===== src/vsl_pkg.sv =====
// Package with register map, field layouts and decoded control types.
package vsl_pkg;
    localparam logic [7:0] SYNC_CONTROL_ADDR = 8'h08;
    localparam logic [7:0] LUMA_FILTER_ADDR = 8'h09;
    localparam logic [7:0] BRIGHTNESS_ADDR = 8'h0A;
    localparam logic [7:0] SYNC_CONTROL_RESET = 8'h00;
    localparam logic [7:0] LUMA_FILTER_RESET = 8'h00;
    localparam logic [7:0] BRIGHTNESS_RESET = 8'h80;
    localparam int AUTO_FIELD_DETECT_BIT = 7;
    localparam int FIELD_RATE_SELECT_BIT = 6;
    localparam int FORCED_FIELD_FLAG_TOGGLE_BIT = 5;
    localparam int HTC_LSB = 3;
    localparam int LINE_LOCK_LOOP_OPEN_BIT = 2;
    localparam int VNOI_LSB = 0;
    localparam int TRAP_COMB_BYPASS_BIT = 7;
    localparam int COMB_BIT = 6;
    localparam int EXTRA_LINE_DELAY_BIT = 5;
    localparam int REMOD_BANDWIDTH_WIDE_BIT = 4;
    localparam int SHARP_LSB = 0;
    localparam logic [1:0] LINES_NTSC = 2'h1;
    localparam logic [1:0] LINES_PAL = 2'h2;
    localparam logic [3:0] SHARP_LOWPASS_MIN = 4'h8;

    typedef enum logic [1:0] {HTC_TV, HTC_VTR, HTC_RESERVED, HTC_FAST} htc_t;
    typedef enum logic [1:0] {VN_NORMAL, VN_FAST, VN_FREE, VN_BYPASS} vnoise_t;
    typedef enum logic [1:0] {LF_TRAP, LF_COMB, LF_BYPASS} luma_filter_t;
    typedef enum logic [1:0] {SH_PLAIN, SH_ENHANCE, SH_LOWPASS} sharp_kind_t;

    typedef struct packed {
        logic field_60hz;
        logic field_flag;
        htc_t time_constant;
        logic loop_open;
        vnoise_t noise_mode;
    } sync_out_t;

    typedef struct packed {
        luma_filter_t filter;
        logic [1:0] extra_lines;
        logic wide_notch;
        sharp_kind_t sharp_kind;
        logic [3:0] sharp_code;
        logic [7:0] brightness;
    } luma_out_t;
endpackage


===== src/video_sync_luma_control.sv =====
// Sync and luminance control register group of a video decoder.
`timescale 1ns/1ns
// Function
// - With auto detection off, field-rate select 0 gives 50 Hz/625 lines, 1 gives 60 Hz/525.
// - Sync control bit 7 set makes the field standard follow the detected input standard.
// - Forced toggle clear lets the field flag toggle only on interlaced sources.
// - Forced toggle set toggles the field flag on every field.
// - Bits 4:3 pick TV, VTR, reserved or fast-locking horizontal time constant.
// - Bit 2 clear closes the line-lock loop; set opens it with fixed frequency.
// - Bits 1:0 pick normal, fast, free-running or bypassed vertical noise reduction.
// - Luma bit 7 clear keeps the trap or comb active; set bypasses them.
// - Without bypass, bit 6 set selects the adaptive comb and clear the chroma trap.
// - In non-comb mode bit 5 adds one line of delay for NTSC and two for PAL.
// - Bit 4 clear gives a narrow notch, set a wide notch with lower luma bandwidth.
// - Sharpness 0000 is plain and 0001 to 0111 are enhancement responses.
// - Sharpness 1000 to 1111 are low-pass responses of rising strength.
// - The eight-bit unsigned brightness offset is passed on as written.
module video_sync_luma_control
(
    input wire logic REF_CLK,
    input wire logic RESET,
    input wire logic WR_EN,
    input wire logic RD_EN,
    input wire logic [7:0] SUBADDR,
    input wire logic [7:0] WR_DATA,
    output logic [7:0] RD_DATA,
    input wire logic DETECTED_60HZ,
    input wire logic SOURCE_INTERLACED,
    input wire logic FIELD_START,
    output vsl_pkg::sync_out_t SYNC_OUT,
    output vsl_pkg::luma_out_t LUMA_OUT
);
    import vsl_pkg::*;

    function automatic sharp_kind_t sharp_kind(input logic [3:0] code);
        if (code == 4'h0)
            sharp_kind = SH_PLAIN;
        else if (code < SHARP_LOWPASS_MIN)
            sharp_kind = SH_ENHANCE;
        else
            sharp_kind = SH_LOWPASS;
    endfunction

    logic [7:0] sync_control;
    logic [7:0] luma_filter_control;
    logic [7:0] luma_brightness_offset;
    logic [7:0] next_sync_control;
    logic [7:0] next_luma_filter_control;
    logic [7:0] next_luma_brightness_offset;
    logic [7:0] next_rd_data;
    sync_out_t next_sync_out;
    luma_out_t next_luma_out;
    logic field_flag;
    logic next_field_flag;
    logic auto_field_detect;
    logic forced_field_flag_toggle;
    logic trap_comb_bypass;
    logic adaptive_luma_comb_enable;
    logic extra_line_delay;
    logic field_is_60;
    logic [3:0] sharpness_select;

    always_comb
    begin
        next_sync_control = sync_control;
        next_luma_filter_control = luma_filter_control;
        next_luma_brightness_offset = luma_brightness_offset;
        next_rd_data = RD_DATA;
        if (WR_EN)
        begin
            case (SUBADDR)
                SYNC_CONTROL_ADDR: next_sync_control = WR_DATA;
                LUMA_FILTER_ADDR: next_luma_filter_control = WR_DATA;
                BRIGHTNESS_ADDR: next_luma_brightness_offset = WR_DATA;
                default: ;
            endcase
        end
        if (RD_EN)
        begin
            case (SUBADDR)
                SYNC_CONTROL_ADDR: next_rd_data = sync_control;
                LUMA_FILTER_ADDR: next_rd_data = luma_filter_control;
                BRIGHTNESS_ADDR: next_rd_data = luma_brightness_offset;
                default: next_rd_data = 8'h00;
            endcase
        end
    end

    always_ff @(posedge REF_CLK)
    begin
        if (RESET)
        begin
            sync_control <= SYNC_CONTROL_RESET;
            luma_filter_control <= LUMA_FILTER_RESET;
            luma_brightness_offset <= BRIGHTNESS_RESET;
            RD_DATA <= 8'h00;
        end
        else
        begin
            sync_control <= next_sync_control;
            luma_filter_control <= next_luma_filter_control;
            luma_brightness_offset <= next_luma_brightness_offset;
            RD_DATA <= next_rd_data;
        end
    end

    assign auto_field_detect = sync_control[AUTO_FIELD_DETECT_BIT];
    assign forced_field_flag_toggle = sync_control[FORCED_FIELD_FLAG_TOGGLE_BIT];
    assign trap_comb_bypass = luma_filter_control[TRAP_COMB_BYPASS_BIT];
    assign adaptive_luma_comb_enable = luma_filter_control[COMB_BIT];
    assign extra_line_delay = luma_filter_control[EXTRA_LINE_DELAY_BIT];
    assign sharpness_select = luma_filter_control[SHARP_LSB +: 4];
    // Detected or forced field standard.
    assign field_is_60 = auto_field_detect ? DETECTED_60HZ
                                           : sync_control[FIELD_RATE_SELECT_BIT];

    always_comb
    begin
        next_field_flag = field_flag;
        if (FIELD_START && (forced_field_flag_toggle || SOURCE_INTERLACED))
            next_field_flag = ~field_flag;

        next_sync_out.field_60hz = field_is_60;
        next_sync_out.field_flag = next_field_flag;
        next_sync_out.time_constant = htc_t'(sync_control[HTC_LSB +: 2]);
        next_sync_out.loop_open = sync_control[LINE_LOCK_LOOP_OPEN_BIT];
        next_sync_out.noise_mode = vnoise_t'(sync_control[VNOI_LSB +: 2]);

        if (trap_comb_bypass)
            next_luma_out.filter = LF_BYPASS;
        else if (adaptive_luma_comb_enable)
            next_luma_out.filter = LF_COMB;
        else
            next_luma_out.filter = LF_TRAP;
        next_luma_out.extra_lines = 2'h0;
        if (extra_line_delay && (trap_comb_bypass || !adaptive_luma_comb_enable))
            next_luma_out.extra_lines = field_is_60 ? LINES_NTSC : LINES_PAL;
        next_luma_out.wide_notch = luma_filter_control[REMOD_BANDWIDTH_WIDE_BIT];
        next_luma_out.sharp_kind = sharp_kind(sharpness_select);
        next_luma_out.sharp_code = sharpness_select;
        next_luma_out.brightness = luma_brightness_offset;
    end

    always_ff @(posedge REF_CLK)
    begin
        if (RESET)
        begin
            field_flag <= 1'b0;
            SYNC_OUT <= '0;
            LUMA_OUT <= '0;
        end
        else
        begin
            field_flag <= next_field_flag;
            SYNC_OUT <= next_sync_out;
            LUMA_OUT <= next_luma_out;
        end
    end
endmodule


===== config.mk =====
export PLATFORM = sky130hd
export DESIGN_NAME = video_sync_luma_control
export DESIGN_NICKNAME = d
export VERILOG_FILES = /design/src/vsl_pkg.sv /design/src/video_sync_luma_control.sv
export SDC_FILE = /design/constraint.sdc
export NUM_CORES = 1
export LEC_CHECK = 0
export BUFFER_PORTS_ARGS = -buffer_cell sky130_fd_sc_hd__buf_4
export CAP_MARGIN = 20
export CORE_ASPECT_RATIO = 0.6
export CORE_MARGIN = 10
export CORE_UTILIZATION = 50
export DETAILED_ROUTE_END_ITERATION = 16
export PLACE_DENSITY = 0.77
export SLEW_MARGIN = 5
export SYNTH_ARGS = -nofsm -noshare
export SYNTH_HDL_FRONTEND = slang
export SYNTH_SLANG_ARGS = --single-unit

===== constraint.sdc =====
create_clock -name REF_CLK -period 2.19 [get_ports REF_CLK]
set_input_delay 0.3285 -clock REF_CLK [delete_from_list [all_inputs] [get_ports REF_CLK]]
set_output_delay 0.3285 -clock REF_CLK [all_outputs]
set_load 0.005 [all_outputs]

==> out/metrics.csv, run 1 <==
metric,value,unit
main area contributors after synthesis,"dfxtp_1, mux2i_1, nand2b_1",
cell taking the most area after synthesis,dfxtp_1,
cts repair resizes,0,
later-pin clock latency in the skew report,0.33,ns
initial antenna violation count,0,
Final period util,61.5,%
DRT antenna net count,0,
die width,106,µm
# hold bufs at CTS,0,
I/O Buffers,56,
r2r endpoint,RD_DATA[5],
Mapped Nets,231,
Mapped Area,2230,µm²
R2R depth,3,
critical path startpoint category,primary input,
final setup fails,0,
Peak VDD IR,513,µV
Max Clock Skew,0.00950,ns
share of the synthesized area in the top cell type,52.1,%
clock tree buffer depth,2,
Hold WC Path Type,primary input to flip-flop,
DRC violations left,0,
DR iter-0 viols,72,
Leakage,1.40,nW
die area,7610,µm²
# fillers,328,
Area growth syn-to-layout,30.9,%
max_cap viols,0,
number of global-route vias before repair,1631,
Final #Nets,290,
largest net degree at the start of global routing,47,
final cell count without fillers,332,
share of layout cells above drive strength 1,31.3,%
minimum clock period after layout,1.35,ns
unrepaired setup endpoints after global routing,false,
Critical-path top delay cell,and4_1,
total CTS buffers,9,
final WL,4900,µm
Worst EP required,2.45,ns
Cell Pwr Density,790,nW/µm²
Post-CTS Setup Repair Bufs,0,
Initial Util,52.9,%
crit-path max FO,8,
first-pass GRT wire length,8050,µm
DP HPWL,3380,µm
via/cell ratio,4.89,
antenna diode instance count,0,
most common cell in the synthesized netlist,dfxtp_1,
CP arrival,1.60,ns
Avg Inst Size Synth,10.7,µm²
hold depth,3,
status,"complete, no violations",
Cell variety after synth,20,
launching point of the worst reg2reg path,sync_control[5],
CP Class,primary input to flip-flop,
CP peak stage delay,0.60,ns
CTS tree,yes,
CP Cell Sequence,buf_4 > and2b_1 > and4_1 > mux2i_1,
std cell rows,18,
Gate Count Post-Synth,208,
Synth Register Bits,58,
GPL Wtd Cong,0.794,
CTS sink cnt,58,
register clock-pin slew on the reported worst setup and hold paths,0.06,ns
Post-synth ARST share,0,%
IO Pins,57,
CTS H-tree depth,3,
grt ovf,0,
worst hold path endpoint,luma_brightness_offset[7],
average wire per standard cell,14.8,µm
Relative slew margins,63.2,%
placed insts,316,
final hold violations,0,
critical path endpoint category,flip-flop,
synthesis warning total,0,
number of enable flip-flop cells after synthesis,0,
Final Max Slew Viols,0,
clock root buffer,clkbuf_8,
prevailing post-synth register cell,dfxtp_1,
GR Util All Layers,13.5,%
via count,1625,
Final WS setup,0.844,ns
setup TNS,0,ns
Die Ht,71.7,µm
Worst Min Path Start,WR_DATA[7],
core area,4210,µm²
FF-to-FF setup slack,1.11,ns
achievable clock frequency,0.743,GHz
Worst Tran Pin Value,0.551,ns
"Seq/Total Area, Yosys",52.1,%
Post-synth top cells,"dfxtp_1, nand2b_1, mux2i_1",
Setup WS pre-CTS,0.532,ns
Pre-antenna DRT Iters,4,
## how the worst max path moves through the flow
stage	start	endpoint	slack [ns]
6_report	SUBADDR[2]	luma_brightness_offset[3]	0.84
3_3_place_gp	SUBADDR[5]	luma_brightness_offset[0]	0.55
2_1_floorplan	SUBADDR[5]	luma_brightness_offset[0]	0.83
3_5_place_dp	SUBADDR[5]	luma_filter_control[2]	0.53
4_1_cts	SUBADDR[5]	luma_filter_control[2]	0.87
5_1_grt	SUBADDR[5]	luma_filter_control[4]	0.78
## state kept, by name, indices dropped and copies added, names as in the netlist
name and count:
field_flag 1, LUMA_OUT 19, luma_filter_control 8, RD_DATA 8, luma_brightness_offset 8, sync_control 8, SYNC_OUT 6
## metrics by stage
step / total power [W] / instance area, µm² / utilization (%) / hold WS [ns]
after floorplan: 0.00113 / 2230 / - / 0.421
after global placement: 0.00118 / 2680 / 63.6 / 0.460
after detailed placement: 0.00118 / 2680 / 63.6 / 0.456
after CTS: 0.00233 / 2920 / 69.3 / 0.252
after global routing: 0.00239 / 2920 / 69.3 / 0.262
final: 0.00230 / 2920 / 69.3 / 0.269
## routing by layer
layer  up-vias  wire (µm)  track usage [%]
met4         0         50             3.59
met2        46       2080             18.9
met3         6        440             9.11
li1        805          -                -
met5         -          0                0
met1       768       2330             16.6
## power by group
part | leakage [nW] | total [W] | internal [W] | switching (W)
Sequential | 0.468 | 0.00106 | 0.00106 | 0.00000162
Clock | 0.119 | 0.00114 | 0.000732 | 0.000412
Combinational | 0.815 | 0.000101 | 0.0000523 | 0.0000487
## final cells by class
cell class	count	area (µm²)	area share [%]
Sequential cell	58	1160	39.8
Multi-Input combinational cell	120	932	32.0
Timing Repair Buffer	58	435	14.9
Clock buffer	12	165	5.66
Inverter	20	75.1	2.57
Tap cell	60	75.1	2.57
Clock inverter	4	72.6	2.49
## critical path, delay by kind of cell
kind | cells | cell delay, ns
muxes | 1 | 0.24
buffers and inverters | 1 | 0.10
and+or+nand+nor | 2 | 0.93
## cells in the final DEF (no fill, tap or decap), types with 2 or more instances in the layout
master,count
or2_2,8
buf_4,58
bufinv_16,2
inv_1,20
nor3_1,2
nand2b_1,41
a221oi_1,8
a21boi_0,8
dfxtp_1,58
nor2b_1,3
and4_1,2
clkbuf_8,12
mux2i_1,33
nand4_4,2
nor2_1,8
## cell families (layout without fill, tap and decap cells)
kind of cell           after synthesis  after routing  share of synthesized area, %
flip-flops                          58             58                          52.1
XOR/XNOR                             1              1                         0.393
AND/OR/NAND/NOR                     69             69                          20.6
AO/OA/AOI/OAI                       17             17                          6.06
buffers and inverters               30             94                          6.06
multiplexers                        33             33                          14.8
Power figures use the tool's default switching activity.
==> run 2: changes to the inputs <==
clock period = 1.3 ns   (was 2.19 ns; I/O delays follow)
==> out/metrics.csv, run 2 (synthesis gave the netlist of run 1 again) <==
metric,value,unit,change
core area,4210,µm²,unchanged
DP HPWL,3670,µm,+8.5%
Final period util,81.4,%,
cts repair resizes,0,,unchanged
placed insts,321,,+1.6%
GPL Wtd Cong,0.826,,+4.0%
DRC violations left,0,,unchanged
share of layout cells above drive strength 1,31.8,%,+0.52 points
post-route cell area,2930,µm²,+0.56%
Worst Tran Pin Value,0.374,ns,-0.177 ns
clock tree buffer depth,2,,unchanged
GR Util All Layers,13.8,%,+0.22 points
status,"complete, no violations",,
total CTS buffers,9,,unchanged
CTS sink cnt,58,,unchanged
final cell count without fillers,337,,+1.5%
IO Pins,57,,unchanged
post-placement cell area,2720,µm²,+1.4%
Worst Min Path Start,WR_DATA[7],,
Hold WC Path Type,primary input to flip-flop,,
highest routed layer,met4,,
final hold violations,0,,unchanged
achievable clock frequency,0.945,GHz,
DRT antenna net count,0,,unchanged
R2R depth,3,,unchanged
Met3 Routed Length,377,µm,-14%
largest net degree at the start of global routing,47,,unchanged
FF-to-FF setup slack,0.24,ns,-0.87 ns
die width,106,µm,unchanged
via count,1626,,+0.062%
Final #Nets,295,,+1.7%
unrepaired setup endpoints after global routing,false,,
CTS tree,yes,,
WL met1,2430,µm,+4.3%
std cell rows,18,,unchanged
final WL,4970,µm,+1.6%
Leakage,1.42,nW,+1.3%
via/cell ratio,4.82,,-1.4%
most frequent cells in the layout,"buf_4, dfxtp_1, nand2b_1, mux2i_1, inv_1",,
die area,7610,µm²,unchanged
# hold bufs at CTS,0,,unchanged
Cell Pwr Density,1260,nW/µm²,+60%
launching point of the worst reg2reg path,sync_control[7],,
max reg flops,19,,unchanged
Pre-antenna DRT Iters,4,,unchanged
Worst setup startpoint,SUBADDR[5],,
Final Max Slew Viols,0,,unchanged
hold depth,3,,unchanged
CP Class,primary input to flip-flop,,
crit-path max FO,4,,-4
met2 WL,2120,µm,+1.7%
Initial Util,52.9,%,unchanged
Area growth syn-to-layout,31.6,%,
grt ovf,0,,unchanged
Max Clock Skew,0.00615,ns,-0.00334 ns
minimum clock period after layout,1.06,ns,
clock root buffer,clkbuf_8,,
Post-CTS Setup Repair Bufs,0,,unchanged
Worst EP required,1.55,ns,-0.90 ns
initial antenna violation count,0,,unchanged
average wire per standard cell,14.8,µm,about the same
register clock-pin slew on the reported worst setup and hold paths,0.06,ns,about the same
"commonest non-fill, non-tap cell in the layout",buf_4,,
number of global-route vias before repair,1713,,+5.0%
critical path startpoint category,primary input,,
first-pass GRT wire length,8290,µm,+3.0%
Biggest register,LUMA_OUT,,
CTS H-tree depth,3,,unchanged
Peak VDD IR,756,µV,+48%
final setup fails,0,,unchanged
CP arrival,1.31,ns,-0.29 ns
DR iter-0 viols,59,,-18%
I/O Buffers,56,,unchanged
antenna diode instance count,0,,unchanged
Relative slew margins,75.1,%,+12 points
max_cap viols,0,,unchanged
later-pin clock latency in the skew report,0.32,ns,about the same
Die Ht,71.7,µm,unchanged
critical path endpoint category,flip-flop,,
[run 2: worst paths after layout]
kind	end
setup / recovery	luma_filter_control[3]
hold / removal	luma_brightness_offset[7]
setup reg to reg	RD_DATA[7]
hold reg to reg	LUMA_OUT[12]
[run 2: stage by stage]
step | setup WS [ns] | TNS [ns] | utilization [%] | hold slack (ns) | power (W)
floorplan | 0.0706 | 0 | - | 0.362 | 0.00191
global placement | -0.0467 | -0.880 | 64.5 | 0.451 | 0.00200
detailed placement | -0.103 | -1.78 | 64.5 | 0.457 | 0.00200
CTS | 0.227 | 0 | 69.6 | 0.147 | 0.00373
global route | 0.117 | 0 | 69.6 | 0.157 | 0.00384
finish | 0.242 | 0 | 69.6 | 0.158 | 0.00370
[run 2: final cells by class]
class	count	area [µm²]
fill	335	1280
sequential	58	1160
multi-input combinational	120	932
timing repair buffer	63	473
clock buffer	15	186
inverter	20	75.1
tap	60	75.1
clock inverter	1	30.0
[run 2: critical path: stages]
cell     delay (ns)
buf_4          0.12
nor4_4         0.24
buf_4          0.19
and4_1         0.23
buf_4          0.16
mux2i_1        0.17
[run 2: layer usage]
metal / up-vias / track usage (%)
met5: - / 0
met4: 0 / 4.93
met3: 6 / 7.41
met2: 45 / 20.4
met1: 762 / 16.6
li1: 813 / -
[run 2: power by group]
part	leakage, nW	total [W]	switching (W)	internal (W)
logic	0.842	0.000172	0.0000819	0.0000903
clock network	0.110	0.00175	0.000649	0.00110
registers	0.468	0.00179	0.00000272	0.00178
total	1.42	0.00370	0.000733	0.00297
==> run 3: changes to the inputs <==
ABC_AREA = 1   (was default)
clock period = 1.1 ns   (was 1.3 ns; I/O delays follow)
==> out/metrics.csv, run 3 <==
metric,value,unit,change
clock tree buffer depth,2,,unchanged
Worst Tran Pin Value,0.338,ns,-0.0356 ns
GR Util All Layers,14.3,%,+0.50 points
Pre-antenna DRT Iters,4,,unchanged
achievable clock frequency,1.05,GHz,
die area,7730,µm²,+1.5%
Mapped Area,2270,µm²,+2.0%
worst hold path endpoint,LUMA_OUT[10],,
hold depth,2,,-1
Max Clock Skew,0.00691,ns,+0.000754 ns
cell taking the most area after synthesis,dfxtp_1,,
Top delay family on crit path,flip-flops,,
antenna diode instance count,0,,unchanged
prevailing post-synth register cell,dfxtp_1,,
average wire per standard cell,13.2,µm,-11%
Post-synth ARST share,0,%,unchanged
status,"complete, no violations",,
number of global-route vias before repair,1894,,+11%
Cell variety after synth,23,,+15%
CP Cell Sequence,buf_4,,
Mapped Nets,280,,+21%
max reg flops,19,,unchanged
GPL Wtd Cong,0.922,,+12%
I/O Buffers,56,,unchanged
"commonest non-fill, non-tap cell in the layout",buf_4,,
synthesis warning total,0,,unchanged
post-placement cell area,2810,µm²,+3.3%
CP arrival,0.79,ns,-0.52 ns
Final #Nets,350,,+19%
WP buf/inv,1,,-2
Area growth syn-to-layout,33.6,%,
Cell Pwr Density,1510,nW/µm²,+20%
Final WS setup,0.144,ns,-0.0974 ns
number of enable flip-flop cells after synthesis,0,,unchanged
Synth Register Bits,58,,unchanged
largest net degree at the start of global routing,21,,-55%
DRT antenna net count,0,,unchanged
CTS tree,yes,,
most common cell in the synthesized netlist,dfxtp_1,,
die width,107,µm,+0.80%
CTS H-tree depth,3,,unchanged
Post-synth top cells,"dfxtp_1, nand3_1, nor2_1",,
Critical-path top delay cell,dfxtp_1,,
critical path endpoint category,output port,,
CTS sink cnt,58,,unchanged
most frequent cells in the layout,"buf_4, dfxtp_1, nand3_1, nor2_1, inv_1",,
Initial Util,53.7,%,+0.75 points
unrepaired setup endpoints after global routing,false,,
later-pin clock latency in the skew report,0.34,ns,+0.02 ns
Leakage,1.35,nW,-4.6%
via/cell ratio,4.92,,+2.0%
core area,4230,µm²,+0.53%
DR iter-0 viols,66,,+12%
R2R depth,3,,unchanged
Biggest register,LUMA_OUT,,
total CTS buffers,9,,unchanged
first-pass GRT wire length,8800,µm,+6.2%
# hold bufs at CTS,0,,unchanged
Peak VDD IR,1110,µV,+47%
grt ovf,0,,unchanged
launching point of the worst reg2reg path,sync_control[7],,
via count,1930,,+19%
post-route cell area,3040,µm²,+3.5%
Worst Min Path Start,RESET,,
main area contributors after synthesis,"dfxtp_1, nand3_1, nor2_1",,
minimum clock period after layout,0.956,ns,
register clock-pin slew on the reported worst setup and hold paths,0.06,ns,about the same
DP HPWL,3990,µm,+8.9%
IO Pins,57,,unchanged
share of the synthesized area in the top cell type,51.1,%,-1.0 points
cts repair resizes,0,,unchanged
final cell count without fillers,392,,+16%
final WL,5160,µm,+3.8%
Avg Inst Size Synth,8.84,µm²,-17%
Die Ht,72.2,µm,+0.70%
crit-path max FO,2,,-2
Worst EP required,0.94,ns,-0.61 ns
Relative slew margins,77.2,%,+2.1 points
final setup fails,0,,unchanged
Worst setup startpoint,RD_DATA[1],,
initial antenna violation count,0,,unchanged
CP peak stage delay,0.34,ns,+0.10 ns
Setup WS pre-CTS,-0.153,ns,-0.0501 ns
clock root buffer,clkbuf_8,,
FF-to-FF setup slack,0.23,ns,about the same
std cell rows,18,,unchanged
share of layout cells above drive strength 1,35.2,%,+3.5 points
r2r endpoint,LUMA_OUT[16],,
Final Max Slew Viols,0,,unchanged
CP Class,flip-flop to output port,,
Hold WC Path Type,primary input to flip-flop,,
placed insts,376,,+17%
"Seq/Total Area, Yosys",51.1,%,-1.0 points
DRC violations left,0,,unchanged
Gate Count Post-Synth,257,,+24%
Final period util,86.9,%,
setup TNS,0,ns,unchanged
final hold violations,0,,unchanged
max_cap viols,0,,unchanged
critical path startpoint category,flip-flop,,
Post-CTS Setup Repair Bufs,0,,unchanged
==> run 3: through the flow <==
step | hold WS [ns] | power [W] | util (%)
5_1_grt | 0.00472 | 0.00477 | 71.7
6_report | 0.0269 | 0.00458 | 71.7
3_5_place_dp | 0.379 | 0.00242 | 66.3
4_1_cts | 0.0126 | 0.00462 | 71.7
2_1_floorplan | 0.237 | 0.00230 | -
3_3_place_gp | 0.378 | 0.00242 | 66.3
==> run 3: final cells by class <==
class / count / area, µm²
tap: 60 / 75.1
timing repair buffer: 71 / 558
clock inverter: 4 / 73.8
fill: 330 / 1200
inverter: 34 / 128
clock buffer: 12 / 155
sequential: 58 / 1160
multi-input combinational: 153 / 885
==> run 3: how the worst max path moves through the flow <==
| stage | endpoint | slack, ns | cells past startpoint |
|---|---|---|---|
| 2_1_floorplan | luma_filter_control[7] | 0.08 | 7 |
| 6_report | RD_DATA[1] | 0.14 | 1 |
| 4_1_cts | RD_DATA[1] | 0.12 | 1 |
| 3_5_place_dp | RD_DATA[5] | -0.15 | 9 |
| 5_1_grt | LUMA_OUT[16] | 0.08 | 3 |
| 3_3_place_gp | RD_DATA[5] | -0.12 | 9 |
==> run 3: layer usage <==
metal / vias up / track usage (%) / wire length, µm
met5: - / 0 / 0
met4: 0 / 5.83 / 65
met3: 7 / 7.94 / 498
met2: 58 / 22.9 / 2420
met1: 886 / 15.4 / 2180
li1: 979 / - / -
==> run 3: where the power goes <==
group	switching, W	internal (W)
Clock	0.000809	0.00140
Combinational	0.000148	0.000113
Sequential	0.00000346	0.00211
==> run 3: logic make-up after synthesis <==
group                  count (synthesis)  share of synthesized area [%]
AND/OR/NAND/NOR                       97                           24.4
buffers and inverters                 46                           9.97
AO/OA/AOI/OAI                         56                           14.5
flip-flops                            58                           51.1
